[config.mk]
export PLATFORM = sky130hd
export DESIGN_NAME = ccr_device_flat
export DESIGN_NICKNAME = d
export VERILOG_FILES = /design/src/rtl/ccr_pkg.sv /design/src/rtl/ccr_link_if.sv /design/src/rtl/ccr_device.sv /design/src/flat_wrapper.sv
export SDC_FILE = /design/constraint.sdc
export NUM_CORES = 1
export LEC_CHECK = 0
export BUFFER_PORTS_ARGS = -buffer_cell sky130_fd_sc_hd__buf_4
export CORE_MARGIN = 8
export CORE_UTILIZATION = 35
export DETAILED_ROUTE_END_ITERATION = 8
export HOLD_SLACK_MARGIN = 0.03
export MAX_ROUTING_LAYER = met4
export PLACE_DENSITY = 0.53
export SYNTH_ARGS = -nofsm -noshare
export SYNTH_HDL_FRONTEND = slang
export SYNTH_SLANG_ARGS = --single-unit
[constraint.sdc]
create_clock -name clock -period 2.5 [get_ports clock]
set_input_delay 0.25 -clock clock [delete_from_list [all_inputs] [get_ports clock]]
set_output_delay 0.25 -clock clock [all_outputs]
set_load 0.01 [all_outputs]
[src/rtl/ccr_pkg.sv]
// shared constants and types for the converter configuration link
package ccr_pkg;
  // serial frame: read flag, 7-bit address, 8-bit data, msb first
  localparam int        FRAME_W  = 16;
  localparam int        HDR_W    = 8;
  localparam int        AW       = 7;
  localparam int        DW       = 8;
  localparam int        CNT_W    = 5;
  localparam logic [4:0] LAST_BIT = 5'h0F;
  localparam logic [4:0] HDR_LAST = 5'h07;
  localparam logic [4:0] HDR_BITS = 5'h08;
  localparam logic [4:0] FRAME_BITS = 5'h10;

  // device register map
  localparam logic [6:0] ADDR_ALIGN_REF = 7'h0E;
  localparam logic [6:0] ADDR_INPUT_AZ  = 7'h11;
  localparam logic [6:0] ADDR_FUSE      = 7'h13;
  localparam logic [6:0] ADDR_OUT_IF    = 7'h07;
  localparam logic [7:0] RST_ALIGN_REF  = 8'h00;
  localparam logic [7:0] RST_INPUT_AZ   = 8'h00;
  localparam logic [7:0] RST_FUSE       = 8'h00;

  // fields of the align / reference / clock register
  localparam int BIT_PIN_FUNC  = 7;
  localparam int BIT_ALIGN_TRG = 6;
  localparam int BIT_ALIGN_EN  = 5;
  localparam int BIT_REFERENCE_CONTROL_SOURCE   = 3;
  localparam int BIT_REF_SEL   = 1;
  localparam int BIT_SE_CLK    = 0;
  localparam logic [7:0] RSV_ALIGN_REF = 8'h10;
  // fields of the input / auto-zero register
  localparam int BIT_SE_A      = 5;
  localparam int BIT_SE_B      = 4;
  localparam int BIT_DELAY_LOOP_POWERDOWN   = 2;
  localparam int BIT_AUTO_ZERO_ENABLE     = 0;
  localparam logic [7:0] RSV_INPUT_AZ = 8'hCA;
  // fuse-map load register
  localparam int BIT_FUSE_LD   = 0;
  localparam logic [7:0] RSV_FUSE = 8'hFE;

  // reference select codes
  localparam logic [1:0] REF_INTERNAL = 2'h0;
  localparam logic [1:0] REF_EXT_BUF  = 2'h1;
  localparam logic [1:0] REF_EXT_DIR  = 2'h2;

  // host command registers
  localparam logic [3:0] HREG_ADDR   = 4'h0;
  localparam logic [3:0] HREG_WDATA  = 4'h1;
  localparam logic [3:0] HREG_CTRL   = 4'h2;
  localparam logic [3:0] HREG_STATUS = 4'h3;
  localparam logic [3:0] HREG_RDATA  = 4'h4;
  localparam logic [3:0] HREG_PINS   = 4'h5;
  localparam int HBIT_START = 0;
  localparam int HBIT_READ  = 1;
  localparam int HBIT_BUSY  = 0;
  localparam int HBIT_DONE  = 1;
  localparam int HBIT_FUSED = 2;
  localparam int HBIT_ORDER = 3;
  localparam int HBIT_SYNC  = 0;
  localparam int HBIT_REFB  = 1;

  typedef enum logic [1:0] {H_IDLE, H_LOW, H_HIGH, H_END} ccr_hstate_t;
endpackage : ccr_pkg

[src/rtl/ccr_link_if.sv]
// serial configuration link and shared control pins between host and converter
interface ccr_link_if;
  logic sclk;       // serial clock, host made
  logic csN;        // frame select, active low
  logic mosi;       // host to device data
  logic miso;       // device to host data
  logic misoOe;     // device drives miso
  logic syncPdn;    // shared align / power-down pin
  logic refBufPin;  // reference select pin
  modport device (input sclk, csN, mosi, syncPdn, refBufPin, output miso, misoOe);
  modport host   (output sclk, csN, mosi, syncPdn, refBufPin, input miso, misoOe);
endinterface : ccr_link_if

[src/rtl/ccr_device.sv]
// converter end: serial slave, three configuration registers and their control outputs
// How it works
// - pin select: high pin powers down or aligns
// - trigger toggle aligns; bit is not self-clearing
// - host sets align enable with the trigger
// - align enable picks register over pin
// - source bit: pin or register picks reference
// - reference codes: internal, buffered external, direct
// - host sets source bit for non-internal reference codes
// - single-ended clock powers differential buffer down
// - host sets source bit for clock select
// - channel A single-ended when bit set
// - channel B single-ended when bit set
// - fast grade: delay loop down, half period
// - host sets delay loop down only slow
// - auto-zero switch, reset by speed grade
// - host pulses fuse load after interface setup
// - fuse load restores earlier writes to reset
// - host does interface and fuse load first
// - global down spares masked blocks
//
// The strobed register port is this design's own decision.
module ccr_device #(
  parameter logic FAST_GRADE = 1'b0  // fastest speed grade
) (
  input  wire logic       clock,          // 25 MHz clock
  input  wire logic       arst_n,         // async reset, active low
  ccr_link_if.device      link,           // serial link and pins
  input  wire logic       clkBufExempt,   // keep clock buffer in global down
  input  wire logic       refAmpExempt,   // keep reference amplifier in global down
  input  wire logic       bandgapDownEn,  // let bandgap go down in global down
  output logic            globalDown,     // global power down
  output logic            alignPulse,     // one-cycle alignment command
  output logic            refFromPin,     // reference chosen by pin
  output logic            refInternal,    // internal reference
  output logic            refExtBuffered, // external reference via buffer
  output logic            refExtDirect,   // direct external reference
  output logic            seClock,        // single-ended clock input
  output logic            clkBufDown,     // differential clock buffer down
  output logic            refAmpDown,     // reference amplifier down
  output logic            bandgapDown,    // bandgap down
  output logic            seInputA,       // channel A single-ended
  output logic            seInputB,       // channel B single-ended
  output logic            delayLoopDown,  // delay loop powered down
  output logic            sampleHalf,     // sampling time half period
  output logic            autoZero,       // auto-zero on
  output logic            fuseLoaded      // one-cycle fuse-map load
);
  localparam logic [7:0] RST_AZ = ccr_pkg::RST_INPUT_AZ | {7'h00, ~FAST_GRADE};

  logic                  sclkQ;
  logic [ccr_pkg::CNT_W-1:0] bitCntQ;
  logic [ccr_pkg::FRAME_W-2:0] inShQ;
  logic [ccr_pkg::DW-1:0] outShQ;
  logic                  isReadQ;
  logic                  misoQ;
  logic                  misoOeQ;
  logic [7:0]            alignRefQ;
  logic [7:0]            inputAzQ;
  logic [7:0]            fuseQ;
  logic                  syncQ;
  logic                  rise;
  logic                  fall;
  logic                  wrStb;
  logic [ccr_pkg::AW-1:0] wrAddr;
  logic [7:0]            wrData;
  logic [ccr_pkg::AW-1:0] rdAddr;
  logic [7:0]            rdByte;
  logic                  fuseEvent;

  assign link.miso   = misoQ;
  assign link.misoOe = misoOeQ;

  ////////////////////////////////////////////////////////////////////////////
  // serial slave
  assign rise   = link.sclk & ~sclkQ;
  assign fall   = ~link.sclk & sclkQ;
  assign wrStb  = rise & ~link.csN & ~isReadQ & (bitCntQ == ccr_pkg::LAST_BIT);
  assign wrAddr = inShQ[ccr_pkg::FRAME_W-3:ccr_pkg::DW-1];
  assign wrData = {inShQ[ccr_pkg::DW-2:0], link.mosi};
  assign rdAddr = {inShQ[ccr_pkg::AW-2:0], link.mosi};

  always_comb begin
    unique case (rdAddr)
      ccr_pkg::ADDR_ALIGN_REF: rdByte = alignRefQ;
      ccr_pkg::ADDR_INPUT_AZ:  rdByte = inputAzQ;
      ccr_pkg::ADDR_FUSE:      rdByte = fuseQ;
      default:                 rdByte = 8'h00;
    endcase
  end

  always_ff @(posedge clock or negedge arst_n) begin
    if (!arst_n) begin
      sclkQ   <= 1'b0;
      bitCntQ <= '0;
      inShQ   <= '0;
      outShQ  <= '0;
      isReadQ <= 1'b0;
      misoQ   <= 1'b0;
      misoOeQ <= 1'b0;
    end else begin
      sclkQ <= link.sclk;
      if (link.csN) begin
        bitCntQ <= '0;
        misoOeQ <= 1'b0;
        misoQ   <= 1'b0;
      end else begin
        if (rise) begin
          inShQ   <= {inShQ[ccr_pkg::FRAME_W-3:0], link.mosi};
          bitCntQ <= bitCntQ + 5'h01;
          if (bitCntQ == ccr_pkg::HDR_LAST) begin
            isReadQ <= inShQ[ccr_pkg::AW-1];
            outShQ  <= rdByte;
          end
        end
        // data goes out on the falling edge so the host samples it settled
        if (fall && isReadQ && bitCntQ >= ccr_pkg::HDR_BITS && bitCntQ < ccr_pkg::FRAME_BITS) begin
          misoQ   <= outShQ[ccr_pkg::DW-1];
          outShQ  <= {outShQ[ccr_pkg::DW-2:0], 1'b0};
          misoOeQ <= 1'b1;
        end
      end
    end
  end

  ////////////////////////////////////////////////////////////////////////////
  // registers
  // load takes effect on the 1 to 0 write of the load bit
  assign fuseEvent = wrStb && wrAddr == ccr_pkg::ADDR_FUSE
                     && fuseQ[ccr_pkg::BIT_FUSE_LD] && !wrData[ccr_pkg::BIT_FUSE_LD];

  always_ff @(posedge clock or negedge arst_n) begin
    if (!arst_n) begin
      alignRefQ <= ccr_pkg::RST_ALIGN_REF;
      inputAzQ  <= RST_AZ;
      fuseQ     <= ccr_pkg::RST_FUSE;
    end else if (fuseEvent) begin
      alignRefQ <= ccr_pkg::RST_ALIGN_REF;
      inputAzQ  <= RST_AZ;
      fuseQ     <= wrData;
    end else if (wrStb) begin
      // reserved bits are kept as written
      unique case (wrAddr)
        ccr_pkg::ADDR_ALIGN_REF: alignRefQ <= wrData;
        ccr_pkg::ADDR_INPUT_AZ:  inputAzQ  <= wrData;
        ccr_pkg::ADDR_FUSE:      fuseQ     <= wrData;
        default: ;
      endcase
    end
  end

  ////////////////////////////////////////////////////////////////////////////
  // alignment and power down
  logic regAlignHit;
  logic pinAlignHit;
  logic gdNext;
  assign regAlignHit = wrStb && !fuseEvent && wrAddr == ccr_pkg::ADDR_ALIGN_REF
                       && wrData[ccr_pkg::BIT_ALIGN_EN]
                       && (wrData[ccr_pkg::BIT_ALIGN_TRG] != alignRefQ[ccr_pkg::BIT_ALIGN_TRG]);
  assign pinAlignHit = link.syncPdn && !syncQ && alignRefQ[ccr_pkg::BIT_PIN_FUNC]
                       && !alignRefQ[ccr_pkg::BIT_ALIGN_EN];
  assign gdNext = link.syncPdn && !alignRefQ[ccr_pkg::BIT_PIN_FUNC];

  always_ff @(posedge clock or negedge arst_n) begin
    if (!arst_n) begin
      syncQ       <= 1'b0;
      alignPulse  <= 1'b0;
      fuseLoaded  <= 1'b0;
      globalDown  <= 1'b0;
      refAmpDown  <= 1'b0;
      bandgapDown <= 1'b0;
    end else begin
      syncQ       <= link.syncPdn;
      alignPulse  <= regAlignHit | pinAlignHit;
      fuseLoaded  <= fuseEvent;
      globalDown  <= gdNext;
      refAmpDown  <= gdNext & ~refAmpExempt;
      bandgapDown <= gdNext & bandgapDownEn;
    end
  end

  ////////////////////////////////////////////////////////////////////////////
  // reference, clock and input decode
  logic       refCtl;
  logic [1:0] refSel;
  logic       seClkNext;
  assign refCtl    = alignRefQ[ccr_pkg::BIT_REFERENCE_CONTROL_SOURCE];
  assign refSel    = alignRefQ[ccr_pkg::BIT_REF_SEL+1:ccr_pkg::BIT_REF_SEL];
  assign seClkNext = refCtl & alignRefQ[ccr_pkg::BIT_SE_CLK];

  always_ff @(posedge clock or negedge arst_n) begin
    if (!arst_n) begin
      refFromPin     <= 1'b1;
      refInternal    <= 1'b0;
      refExtBuffered <= 1'b0;
      refExtDirect   <= 1'b0;
      seClock        <= 1'b0;
      clkBufDown     <= 1'b0;
      seInputA       <= 1'b0;
      seInputB       <= 1'b0;
      delayLoopDown  <= 1'b0;
      sampleHalf     <= 1'b0;
      autoZero       <= 1'b0;
    end else begin
      refFromPin     <= ~refCtl;
      refInternal    <= refCtl && refSel == ccr_pkg::REF_INTERNAL;
      refExtBuffered <= refCtl && refSel == ccr_pkg::REF_EXT_BUF;
      refExtDirect   <= refCtl && refSel == ccr_pkg::REF_EXT_DIR;
      seClock        <= seClkNext;
      // differential buffer also drops in unmasked global down
      clkBufDown     <= seClkNext | (gdNext & ~clkBufExempt);
      seInputA       <= inputAzQ[ccr_pkg::BIT_SE_A];
      seInputB       <= inputAzQ[ccr_pkg::BIT_SE_B];
      delayLoopDown  <= FAST_GRADE & inputAzQ[ccr_pkg::BIT_DELAY_LOOP_POWERDOWN];
      sampleHalf     <= FAST_GRADE & inputAzQ[ccr_pkg::BIT_DELAY_LOOP_POWERDOWN];
      autoZero       <= inputAzQ[ccr_pkg::BIT_AUTO_ZERO_ENABLE];
    end
  end
endmodule // ccr_device

[src/flat_wrapper.sv]
// flat-port wrapper written by rule: the top's interface ports become plain ports
module ccr_device_flat 
#(
  parameter logic FAST_GRADE = 1'b0                        
)
  (clock, arst_n, clkBufExempt, refAmpExempt, bandgapDownEn, globalDown, alignPulse, refFromPin, refInternal, refExtBuffered, refExtDirect, seClock, clkBufDown, refAmpDown, bandgapDown, seInputA, seInputB, delayLoopDown, sampleHalf, autoZero, fuseLoaded, link_sclk, link_csN, link_mosi, link_syncPdn, link_refBufPin, link_miso, link_misoOe);
  ccr_link_if link_i ();
  input  wire logic clock;
  input  wire logic arst_n;
  input  wire logic clkBufExempt;
  input  wire logic refAmpExempt;
  input  wire logic bandgapDownEn;
  output logic globalDown;
  output logic alignPulse;
  output logic refFromPin;
  output logic refInternal;
  output logic refExtBuffered;
  output logic refExtDirect;
  output logic seClock;
  output logic clkBufDown;
  output logic refAmpDown;
  output logic bandgapDown;
  output logic seInputA;
  output logic seInputB;
  output logic delayLoopDown;
  output logic sampleHalf;
  output logic autoZero;
  output logic fuseLoaded;
  input wire logic [$bits(link_i.sclk)-1:0] link_sclk;
  input wire logic [$bits(link_i.csN)-1:0] link_csN;
  input wire logic [$bits(link_i.mosi)-1:0] link_mosi;
  input wire logic [$bits(link_i.syncPdn)-1:0] link_syncPdn;
  input wire logic [$bits(link_i.refBufPin)-1:0] link_refBufPin;
  output wire logic [$bits(link_i.miso)-1:0] link_miso;
  output wire logic [$bits(link_i.misoOe)-1:0] link_misoOe;
  assign link_i.sclk = link_sclk;
  assign link_i.csN = link_csN;
  assign link_i.mosi = link_mosi;
  assign link_i.syncPdn = link_syncPdn;
  assign link_i.refBufPin = link_refBufPin;
  assign link_miso = link_i.miso;
  assign link_misoOe = link_i.misoOe;
  ccr_device #(.FAST_GRADE(FAST_GRADE)) u_core (.clock(clock), .arst_n(arst_n), .link(link_i), .clkBufExempt(clkBufExempt), .refAmpExempt(refAmpExempt), .bandgapDownEn(bandgapDownEn), .globalDown(globalDown), .alignPulse(alignPulse), .refFromPin(refFromPin), .refInternal(refInternal), .refExtBuffered(refExtBuffered), .refExtDirect(refExtDirect), .seClock(seClock), .clkBufDown(clkBufDown), .refAmpDown(refAmpDown), .bandgapDown(bandgapDown), .seInputA(seInputA), .seInputB(seInputB), .delayLoopDown(delayLoopDown), .sampleHalf(sampleHalf), .autoZero(autoZero), .fuseLoaded(fuseLoaded));
endmodule
==> results of run 1 <==
layout make-up:
class	instances	area, sq um
Sequential cell	70	1750
Tap cell	105	131
Multi-Input combinational cell	131	1090
Clock inverter	1	5.00
Timing Repair Buffer	29	223
Clock buffer	15	176
Inverter	9	33.8
Fill cell	775	4810
cell usage after synthesis (2+ instances only):
master | n | area share (%)
a21oi_1 | 2 | 0.34
a221o_1 | 3 | 1.0
a22o_1 | 12 | 3.5
a22o_2 | 2 | 0.68
a22oi_1 | 6 | 1.5
and2_1 | 2 | 0.42
and3_1 | 3 | 0.63
and4bb_2 | 2 | 0.84
buf_2 | 6 | 1.0
buf_4 | 2 | 0.51
buf_6 | 2 | 0.76
clkbuf_1 | 3 | 0.38
dfrtp_1 | 68 | 57
dfstp_2 | 2 | 1.8
ha_1 | 2 | 0.84
inv_1 | 9 | 1.1
mux2_2 | 31 | 12
nand2_1 | 8 | 1.0
nand2b_1 | 2 | 0.42
nand3_1 | 6 | 1.0
nand4_1 | 4 | 0.84
nor2_1 | 12 | 1.5
nor4bb_1 | 2 | 0.68
o21ai_0 | 2 | 0.34
o221a_2 | 3 | 1.1
o221ai_1 | 4 | 1.2
xor2_1 | 3 | 0.89
sequential cells by signal, summed over array words and instances, names as in the netlist, 5 cells and up:
| register | flops |
|---|---|
| u_core.outShQ | 8 |
| u_core.inShQ | 14 |
| u_core.bitCntQ | 5 |
| u_core.fuseQ | 8 |
| u_core.inputAzQ | 8 |
| u_core.alignRefQ | 8 |
critical path: stages (launching register included):
cell and delay (ps):
dfrtp_1 390, ha_1 190, and3_1 150, ha_1 130, and3_1 300, nand4_1 420
a22o_2 410
through the flow:
stage                     power [mW]  util, %  cell area, sq um
final                           2.38     41.5              3410
after global routing            2.50     41.5              3410
after CTS                       2.41     41.5              3410
after detailed placement        1.56     39.0              3210
after global placement          1.55     39.0              3210
after floorplan                 1.48        -              2970
per-layer routing:
layer,part of all wire [%],vias to the layer above
met3,5.0,14
met2,47,32
li1,-,871
met1,45,940
met4,2.6,0
met5,0,-
placed cells by master, fill, tap and decap left out, drive strengths merged, types with 3 or more instances in the layout:
cell    instances
nand4           5
xor2            3
o221ai          4
a22o           14
nor2           12
clkbuf         15
nand3           6
a22oi           6
buf            27
mux2           31
o221a           3
and3            3
a221o           3
dfrtp          68
inv             9
nand2           8
power by group:
| part | internal (mW) | switching (mW) |
|---|---|---|
| logic | 0.107 | 0.0950 |
| clock network | 0.442 | 0.403 |
| registers | 1.21 | 0.129 |
| total | 1.75 | 0.627 |
worst min path at each step:
stage	from	to	slack [ps]	cells after the start
6_report	arst_n	u_core.seInputA$_DFF_PN0_	20	1
5_1_grt	refAmpExempt	u_core.refAmpDown$_DFF_PN0_	50	2
4_1_cts	refAmpExempt	u_core.refAmpDown$_DFF_PN0_	50	2
3_5_place_dp	link_syncPdn	u_core.syncQ$_DFF_PN0_	380	1
3_3_place_gp	link_sclk	u_core.sclkQ$_DFF_PN0_	380	1
2_1_floorplan	arst_n	u_core.alignPulse$_DFF_PN0_	-50	0
logic make-up (layout without fill, tap and decap cells):
family	Yosys count	in the layout	synth area share, %
mux	32	32	12.1
other cells	1	2	0.127
flops	70	70	59.2
xor+xnor	4	4	1.18
buf+inv	24	54	4.31
compound gates	38	38	10.8
simple gates	53	53	11.5
fa+ha+maj	2	2	0.844
what timing repair did:
action	CTS	global route
hold buffers	2	0
endpoints found under the hold margin	2	0
setup endpoints to repair	0	0
==> results.sh, run 1 <==
export IMPL_status="completed"
export IMPL_die_w_um=108
export IMPL_antenna_found_initial=0
export IMPL_r2r_end="u_core.inputAzQ[6]$_DFFE_PN0P_"
export IMPL_rows=33
export IMPL_period_share_pct=84.1
export IMPL_busiest_layer="met2"
export IMPL_clk_pin_slew_ps=80
export IMPL_start_util_pct=36.1
export IMPL_tns_ps=0
export IMPL_track_usage_pct=11.4
export IMPL_async_flop_share_pct=100
export IMPL_portBuffers=24
export IMPL_min_path_type="input pin to async pin"
export IMPL_cp_start_kind="flop"
export IMPL_first_global_vias=1882
export IMPL_grt_first_pass_wirelength_um=9970
export IMPL_core_area_sq_mm=0.00822
export IMPL_slew_headroom_pct=42.0
export IMPL_rsz0062_at_grt="false"
export IMPL_drive_above_1_share_pct=33.7
export IMPL_cts_htree_levels=3
export IMPL_cts_tree="yes"
export IMPL_vias=1857
export IMPL_clock_latency_ps=340
export IMPL_area_delta_synth_final_pct=15.0
export IMPL_drt_wl_total_um=5870
export IMPL_cap_violations=0
export IMPL_cts_sinks=70
export IMPL_syn_inst=224
export IMPL_num_antenna_cells=0
export IMPL_hold_viol=0
export IMPL_ys_types=48
export IMPL_hpwl_um=3850
export IMPL_root_buffer="clkbuf_8"
export IMPL_place_ws_ps=405
export IMPL_detail_route_iter0_violations=88
export IMPL_period_needed_ps=2100
export IMPL_finalSetupViolCount=0
export IMPL_dieArea_sq_mm=0.0117
export IMPL_fin_nets=262
export IMPL_routedWlPerCell_um=16.3
export IMPL_syn_avg_cell_area_sq_um=13.2
export IMPL_use_met3_pct=3.15
export IMPL_synth_edf_count=0
export IMPL_drv_slew=0
export IMPL_ioPinCount=28
export IMPL_cp_arrival_ps=2330
export IMPL_tightest_slew_ps=870
export IMPL_cts_resized=0
export IMPL_ys_flop_type="dfrtp_1"
export IMPL_place_inst=342
export IMPL_critPathCaptureType="flop"
export IMPL_r2r_start="u_core.bitCntQ[0]$_DFFE_PN0P_"
export IMPL_grt_overflow=0
export IMPL_fin_ws_ps=399
export IMPL_ir_drop_mv=0.303
export IMPL_grt_met1_usage_pct=13.5
export IMPL_met2_usage_pct=17.1
export IMPL_grt_max_degree=71
export IMPL_worst_hold_slack_ps=20.4
export IMPL_cts_buffers=9
export IMPL_ff2ff_setup_slack_ps=400
export IMPL_drtPass1Iterations=4
export IMPL_crit_end="u_core.inputAzQ[6]$_DFFE_PN0P_"
export IMPL_ff2ff_path_depth=6
export IMPL_instances_no_fill=360
export IMPL_cts_setup_buffers=0
export IMPL_syn_area_sq_mm=0.00296
export IMPL_remaining_drc_errors=0
export IMPL_cp_required_ps=2730
export IMPL_cts_path_max_buffers=2
export IMPL_synth_seq_cells=70
export IMPL_die_y_um=108
export IMPL_startpoint="u_core.bitCntQ[0]$_DFFE_PN0P_"
export IMPL_path_max_fanout=8
export IMPL_critPathKind="flop to flop"
export IMPL_viasPerCell=5.16
export IMPL_seq_area_frac_synth_pct=59.2
export IMPL_leakagePower_nw=1.62
export IMPL_detail_route_antenna_nets=0
export IMPL_yosys_warnings=0
export IMPL_fmax_mhz=476
export IMPL_gp_congestion=0.744
export IMPL_clock_skew_ps=9.46
export IMPL_power_density_mw_per_mm2=699
Power figures use the tool's default switching activity.
==> inputs of run 2 (changes only) <==
ABC_AREA = 1   (was unset)
PLACE_DENSITY = 0.54   (was 0.53)
clock period = 1.81 ns   (was 2.5 ns; I/O delays follow)
==> run 2 against run 1 <==
Non-clock buffer count is 17 higher. Largest cell class unchanged. Sequential power is 31% higher. Register-to-register slack worse by 310 ps. Via count is 34% higher. Final area is 15% higher. Area after synthesis is 7.3% higher. Synthesized cell count is 60% higher. Sequential share of layout area is 6.8 points lower. Combinational power is 66% higher. Setup slack worse by 310 ps. Clock skew is 2.3 ps lower. Hold slack better by 32 ps.
==> results.sh, run 2 <==
export IMPL_hold_end="u_core.bandgapDown$_DFF_PN0_"
export IMPL_place_inst=494
export IMPL_finalSetupViolCount=0
export IMPL_fillers=887
export IMPL_grt_max_degree=46
export IMPL_dieArea_sq_mm=0.0124
export IMPL_cap_violations=0
export IMPL_remaining_drc_errors=0
export IMPL_ioPinCount=28
export IMPL_detail_route_antenna_nets=0
export IMPL_instances_no_fill=519
export IMPL_cts_path_max_buffers=2
export IMPL_hold_viol=0
export IMPL_seq_area_frac_synth_pct=55.2
export IMPL_period_needed_ps=1720
export IMPL_detail_route_iter0_violations=93
export IMPL_cp_num_buf_inv=2
export IMPL_status="completed"
export IMPL_die_w_um=111
export IMPL_layout_commonest_cell="nand2_1"
export IMPL_top_register="u_core.inShQ"
export IMPL_p_int_mw=2.64
export IMPL_synth_seq_cells=70
export IMPL_first_global_vias=2413
export IMPL_min_path_type="input pin to flop"
export IMPL_ys_top_cells_by_area="dfrtp_1, nand2_1, nand3_1"
export IMPL_yosys_warnings=0
export IMPL_rows=34
export IMPL_combPwrFrac_pct=9.5
export IMPL_clk_pin_slew_ps=70
export IMPL_synth_top_area_cell="dfrtp_1"
export IMPL_multiInputGateArea_sq_mm=0.00129
export IMPL_syn_inst=359
export IMPL_place_ws_ps=-87.5
export IMPL_start_util_pct=36.3
export IMPL_cp_start_kind="flop"
export IMPL_worstPathCellList="ha_2 > nand2_2 > nor2_2 > ha_2 > nand2_4 > nor2_4 > nand4_4 > buf_6 > buf_6 > nand3_1 > nand2_1"
export IMPL_grt_first_pass_wirelength_um=12100
export IMPL_grt_overflow=0
export IMPL_routedWlPerCell_um=13.9
export IMPL_seqCellArea_sq_mm=0.00175
export IMPL_tns_ps=0
export IMPL_cts_tree="yes"
export IMPL_gp_congestion=0.826
export IMPL_fin_ws_ps=87.8
export IMPL_clock_skew_ps=7.14
export IMPL_path_max_fanout=5
export IMPL_r2r_start="u_core.bitCntQ[1]$_DFFE_PN0P_"
export IMPL_p_switching_uw=902
export IMPL_largest_reg_flops=14
export IMPL_dpl_instance_area_sq_mm=0.00353
export IMPL_hpwl_um=5220
export IMPL_async_flop_share_pct=100
export IMPL_ys_flop_type="dfrtp_1"
export IMPL_startpoint="u_core.bitCntQ[1]$_DFFE_PN0P_"
export IMPL_cp_arrival_ps=1960
export IMPL_fmax_mhz=581
export IMPL_root_buffer="clkbuf_8"
export IMPL_track_usage_pct=12.5
export IMPL_min_from="bandgapDownEn"
export IMPL_drive_above_1_share_pct=24.1
export IMPL_swShare_pct=25.5
export IMPL_drt_wl_total_um=7210
export IMPL_portBuffers=24
export IMPL_crit_family="simple AND/OR/NAND/NOR gates"
export IMPL_p_clk_share_pct=41.4
export IMPL_hold_depth=3
export IMPL_cts_buffers=9
export IMPL_ir_drop_mv=0.300
export IMPL_power_density_mw_per_mm2=901
export IMPL_area_delta_synth_final_pct=23.6
export IMPL_syn_avg_cell_area_sq_um=8.86
export IMPL_antenna_found_initial=0
export IMPL_synth_common_cells="nand2_1, dfrtp_1, nand3_1"
export IMPL_worst_hold_slack_ps=52.2
export IMPL_core_area_sq_mm=0.00876
export IMPL_cp_required_ps=2050
export IMPL_fin_nets=418
export IMPL_leakagePower_nw=2.00
export IMPL_cts_htree_levels=3
export IMPL_critPathKind="flop to flop"
export IMPL_drv_slew=0
export IMPL_ff2ff_setup_slack_ps=90
export IMPL_syn_area_sq_mm=0.00318
export IMPL_r2r_end="u_core.alignRefQ[0]$_DFFE_PN0P_"
export IMPL_ys_types=35
export IMPL_p_seq_share_pct=49.2
export IMPL_viasPerCell=4.80
export IMPL_rsz0062_at_grt="true"
export IMPL_drtPass1Iterations=4
export IMPL_cts_sinks=70
export IMPL_yosysMostFrequentCell="nand2_1"
export IMPL_synth_edf_count=0
export IMPL_critPathCaptureType="flop"
export IMPL_final_cell_area_sq_mm=0.00393
export IMPL_final_cell_mix="nand2_1, dfrtp_1, buf_4"
export IMPL_cpMaxStageDelayCell="dfrtp_1"
export IMPL_num_antenna_cells=0
export IMPL_synth_top_area_share_pct=53.5
export IMPL_ff2ff_path_depth=11
export IMPL_die_y_um=111
export IMPL_clock_latency_ps=350
export IMPL_vias=2489
export IMPL_period_share_pct=95.1
export IMPL_cpPeakStageDelay_ps=360
==> run 2: logic make-up after synthesis <==
logic type,after synthesis,share of synthesized area (%)
AOI/OAI and AO/OA,43,7.48
xor gates and xnor gates,2,0.551
adders and majority gates,2,0.787
buffers and inverters,45,6.77
DFF,70,55.2
muxes,1,0.354
other,1,0.118
and+or+nand+nor,195,28.8
==> run 2: worst max-delay path by stage <==
stage,end,slack (ps),depth (start not counted)
2_1_floorplan,u_core.alignRefQ[3]$_DFFE_PN0P_,200,10
5_1_grt,u_core.alignRefQ[1]$_DFFE_PN0P_,-90,10
4_1_cts,u_core.alignRefQ[2]$_DFFE_PN0P_,5,10
6_report,u_core.alignRefQ[0]$_DFFE_PN0P_,90,11
3_5_place_dp,u_core.alignRefQ[2]$_DFFE_PN0P_,-90,10
3_3_place_gp,u_core.alignRefQ[1]$_DFFE_PN0P_,-30,10
==> run 2: layer usage <==
layer,global-route usage (%),wire length (um)
met3,3.90,246
met1,15.7,3490
met4,4.53,62
met5,-,0
met2,18.4,3410
==> run 2: area by class of cell <==
class	count	share of cell area (%)
inverters	34	3.44
well taps	108	3.44
flip-flops and latches	70	44.6
repair buffers	46	9.61
clock inverters	3	1.66
clock buffers	13	4.30
multi-input cells	245	32.9
==> run 2: stage by stage <==
stage	total power, mW	util (%)
floorplan	1.95	-
global placement	2.08	40.3
detailed placement	2.08	40.3
CTS	3.57	43.8
global route	3.72	44.8
finish	3.54	44.8
==> run 2: tightest hold or removal path: cells and delay by family <==
kind | cells | cell delay (ps)
buf+inv | 2 | 140
simple gates | 1 | 40
==> run 2: timing repair <==
item / 4_1_cts / 5_1_grt
gates cloned: 0 / 1
endpoints found under the hold margin: 27 / 1
hold buffers: 5 / 1
buffers inserted: 2 / 0
pin swaps: 2 / 2
setup endpoints to repair: 14 / 25
resized for setup: 3 / 19
==> run 2: power by group through the flow <==
stage,clock (mW),sequential (mW),combinational (mW)
2_1_floorplan,0,1.74,0.210
3_5_place_dp,0,1.77,0.314
6_report,1.46,1.74,0.336
3_3_place_gp,0,1.77,0.311
5_1_grt,1.58,1.75,0.384
4_1_cts,1.50,1.74,0.330
==> inputs of run 3 (changes only) <==
CORE_MARGIN = 4   (was 8)
==> run 3 against run 2 <==
The flow now finishes with violations (negative setup slack). Count of clock-buffer cells in the layout unchanged. Register-to-register slack got worse by 90 ps. Via count decreased by 0.24%. Global-route usage increased by 3.3 points. Flip-flop and latch count unchanged. Sequential share of layout area decreased by 0.60 points. Sequential power about the same. Core utilization increased by 0.61 points. Critical path type unchanged. Critical path depth unchanged.
==> results.sh, run 3 (same netlist as run 2, synthesis figures left out) <==
export IMPL_worstPathCellList="ha_2 > nand2_2 > nor2_2 > ha_2 > nand2_4 > nor2_4 > nand4_4 > buf_6 > buf_6 > nand4_1 > nand2_1"
export IMPL_area_delta_synth_final_pct=25.3
export IMPL_cpPeakStageDelay_ps=350
export IMPL_viasPerCell=4.74
export IMPL_clk_pin_slew_ps=80
export IMPL_status="finished with violations"
export IMPL_period_share_pct=100
export IMPL_ioPinCount=28
export IMPL_ir_drop_mv=0.639
export IMPL_clock_latency_ps=350
export IMPL_cts_buffers=9
export IMPL_grt_first_pass_wirelength_um=12400
export IMPL_core_area_sq_mm=0.00876
export IMPL_die_w_um=103
export IMPL_cts_sinks=70
export IMPL_drt_met1_wl_um=3280
export IMPL_routedWlPerCell_um=13.7
export IMPL_critPathKind="flop to flop"
export IMPL_cts_tree="yes"
export IMPL_cts_path_max_buffers=2
export IMPL_detail_route_antenna_nets=0
export IMPL_track_usage_pct=15.8
export IMPL_first_global_vias=2551
export IMPL_hold_viol=0
export IMPL_path_max_fanout=7
export IMPL_drv_slew=0
export IMPL_dpl_instance_area_sq_mm=0.00356
export IMPL_fmax_mhz=551
export IMPL_tns_ps=-6.90
export IMPL_power_mw=3.65
export IMPL_instances_no_fill=524
export IMPL_met2WireLength_um=3450
export IMPL_ff2ff_setup_slack_ps=-5
export IMPL_place_inst=498
export IMPL_hold_depth=3
export IMPL_start_util_pct=36.3
export IMPL_remaining_drc_errors=0
export IMPL_drive_above_1_share_pct=24.5
export IMPL_ff2ff_path_depth=11
export IMPL_rsz0062_at_grt="true"
export IMPL_top_register="u_core.inShQ"
export IMPL_die_y_um=103
export IMPL_final_cell_area_sq_mm=0.00398
export IMPL_violations="negative setup slack"
export IMPL_met3_length_um=275
export IMPL_leakagePower_nw=2.00
export IMPL_gp_congestion=0.846
export IMPL_startpoint="u_core.bitCntQ[1]$_DFFE_PN0P_"
export IMPL_rows=34
export IMPL_cap_violations=0
export IMPL_cp_arrival_ps=2060
export IMPL_period_needed_ps=1820
export IMPL_cts_htree_levels=3
export IMPL_cp_start_kind="flop"
export IMPL_layout_commonest_cell="nand2_1"
export IMPL_cpMaxStageDelayCell="dfrtp_1"
export IMPL_r2r_start="u_core.bitCntQ[1]$_DFFE_PN0P_"
export IMPL_antenna_found_initial=0
export IMPL_fin_nets=423
export IMPL_seqCellArea_sq_mm=0.00175
export IMPL_drtPass1Iterations=4
export IMPL_power_density_mw_per_mm2=916
export IMPL_finalSetupViolCount=2
export IMPL_root_buffer="clkbuf_8"
export IMPL_multiInputGateArea_sq_mm=0.00128
export IMPL_drt_wl_total_um=7190
export IMPL_num_antenna_cells=0
export IMPL_cp_required_ps=2060
export IMPL_min_path_type="input pin to flop"
export IMPL_hpwl_um=5150
export IMPL_place_ws_ps=-109
export IMPL_fin_ws_ps=-5.31
export IMPL_portBuffers=24
export IMPL_detail_route_iter0_violations=105
export IMPL_vias=2483
export IMPL_grt_max_degree=40
export IMPL_top_layer_used="met4"
export IMPL_largest_reg_flops=14
export IMPL_clock_skew_ps=13.9
export IMPL_fillers=857
export IMPL_dieArea_sq_mm=0.0107
export IMPL_critPathCaptureType="flop"
export IMPL_min_from="link_mosi"
export IMPL_grt_overflow=0
export IMPL_final_cell_mix="nand2_1, dfrtp_1, buf_4"
-- run 3: changes by cell type in the layout (fill, tap and decap cells not counted), sizes merged --
cell	previous run	this run
buf	40	44
bufinv	2	3
clkinv	1	0
dlygate4sd3	6	7
-- run 3: where the power goes --
part / total [mW] / internal [mW] / switching [mW]
combinational: 0.329 / 0.112 / 0.217
clock: 1.58 / 0.993 / 0.587
sequential: 1.74 / 1.64 / 0.102
-- run 3: path summary, 6_finish.rpt --
| check | to |
|---|---|
| max | u_core.alignPulse$_DFF_PN0_ |
| min | u_core.alignRefQ[0]$_DFFE_PN0P_ |
| max reg2reg | u_core.alignPulse$_DFF_PN0_ |
| min in group asynchronous | u_core.bitCntQ[0]$_DFFE_PN0P_ |
| min reg2reg | u_core.seInputB$_DFF_PN0_ |
| max in group asynchronous | u_core.inputAzQ[0]$_DFFE_PN1P_ |
-- run 3: routing by layer --
layer	GRT usage, %	vias up
met5	-	-
met4	7.47	0
met3	4.29	17
met2	23.9	43
met1	19.6	1150
li1	-	1273
-- run 3: critical path: cells and delay by family (launching register included) --
kind,cells,cell delay [ps]
and+or+nand+nor,7,670
adders and majority gates,2,390
DFF,1,350
buffers and inverters,2,290
-- run 3: final cells by class --
type / instances / area share (%)
sequential: 70 / 44.0
multi-input combinational: 245 / 32.1
timing repair buffer: 51 / 10.8
clock buffer: 13 / 3.99
inverter: 34 / 3.39
tap: 108 / 3.39
clock inverter: 3 / 2.26
-- run 3: per-stage QoR --
step | util [%] | hold WS [ps]
2_1_floorplan | - | -115
5_1_grt | 45.5 | 102
3_5_place_dp | 40.6 | 153
3_3_place_gp | 40.6 | 146
4_1_cts | 44.4 | 60.8
6_report | 45.5 | 82.3
-- run 3: repair_timing --
item | in CTS | in global routing
hold endpoints to repair | 37 | 0
hold buffers | 7 | 0
setup buffers | 0 | 3
resized for setup | 6 | 16
endpoints found under the setup margin | 25 | 25
pin swaps | 1 | 11
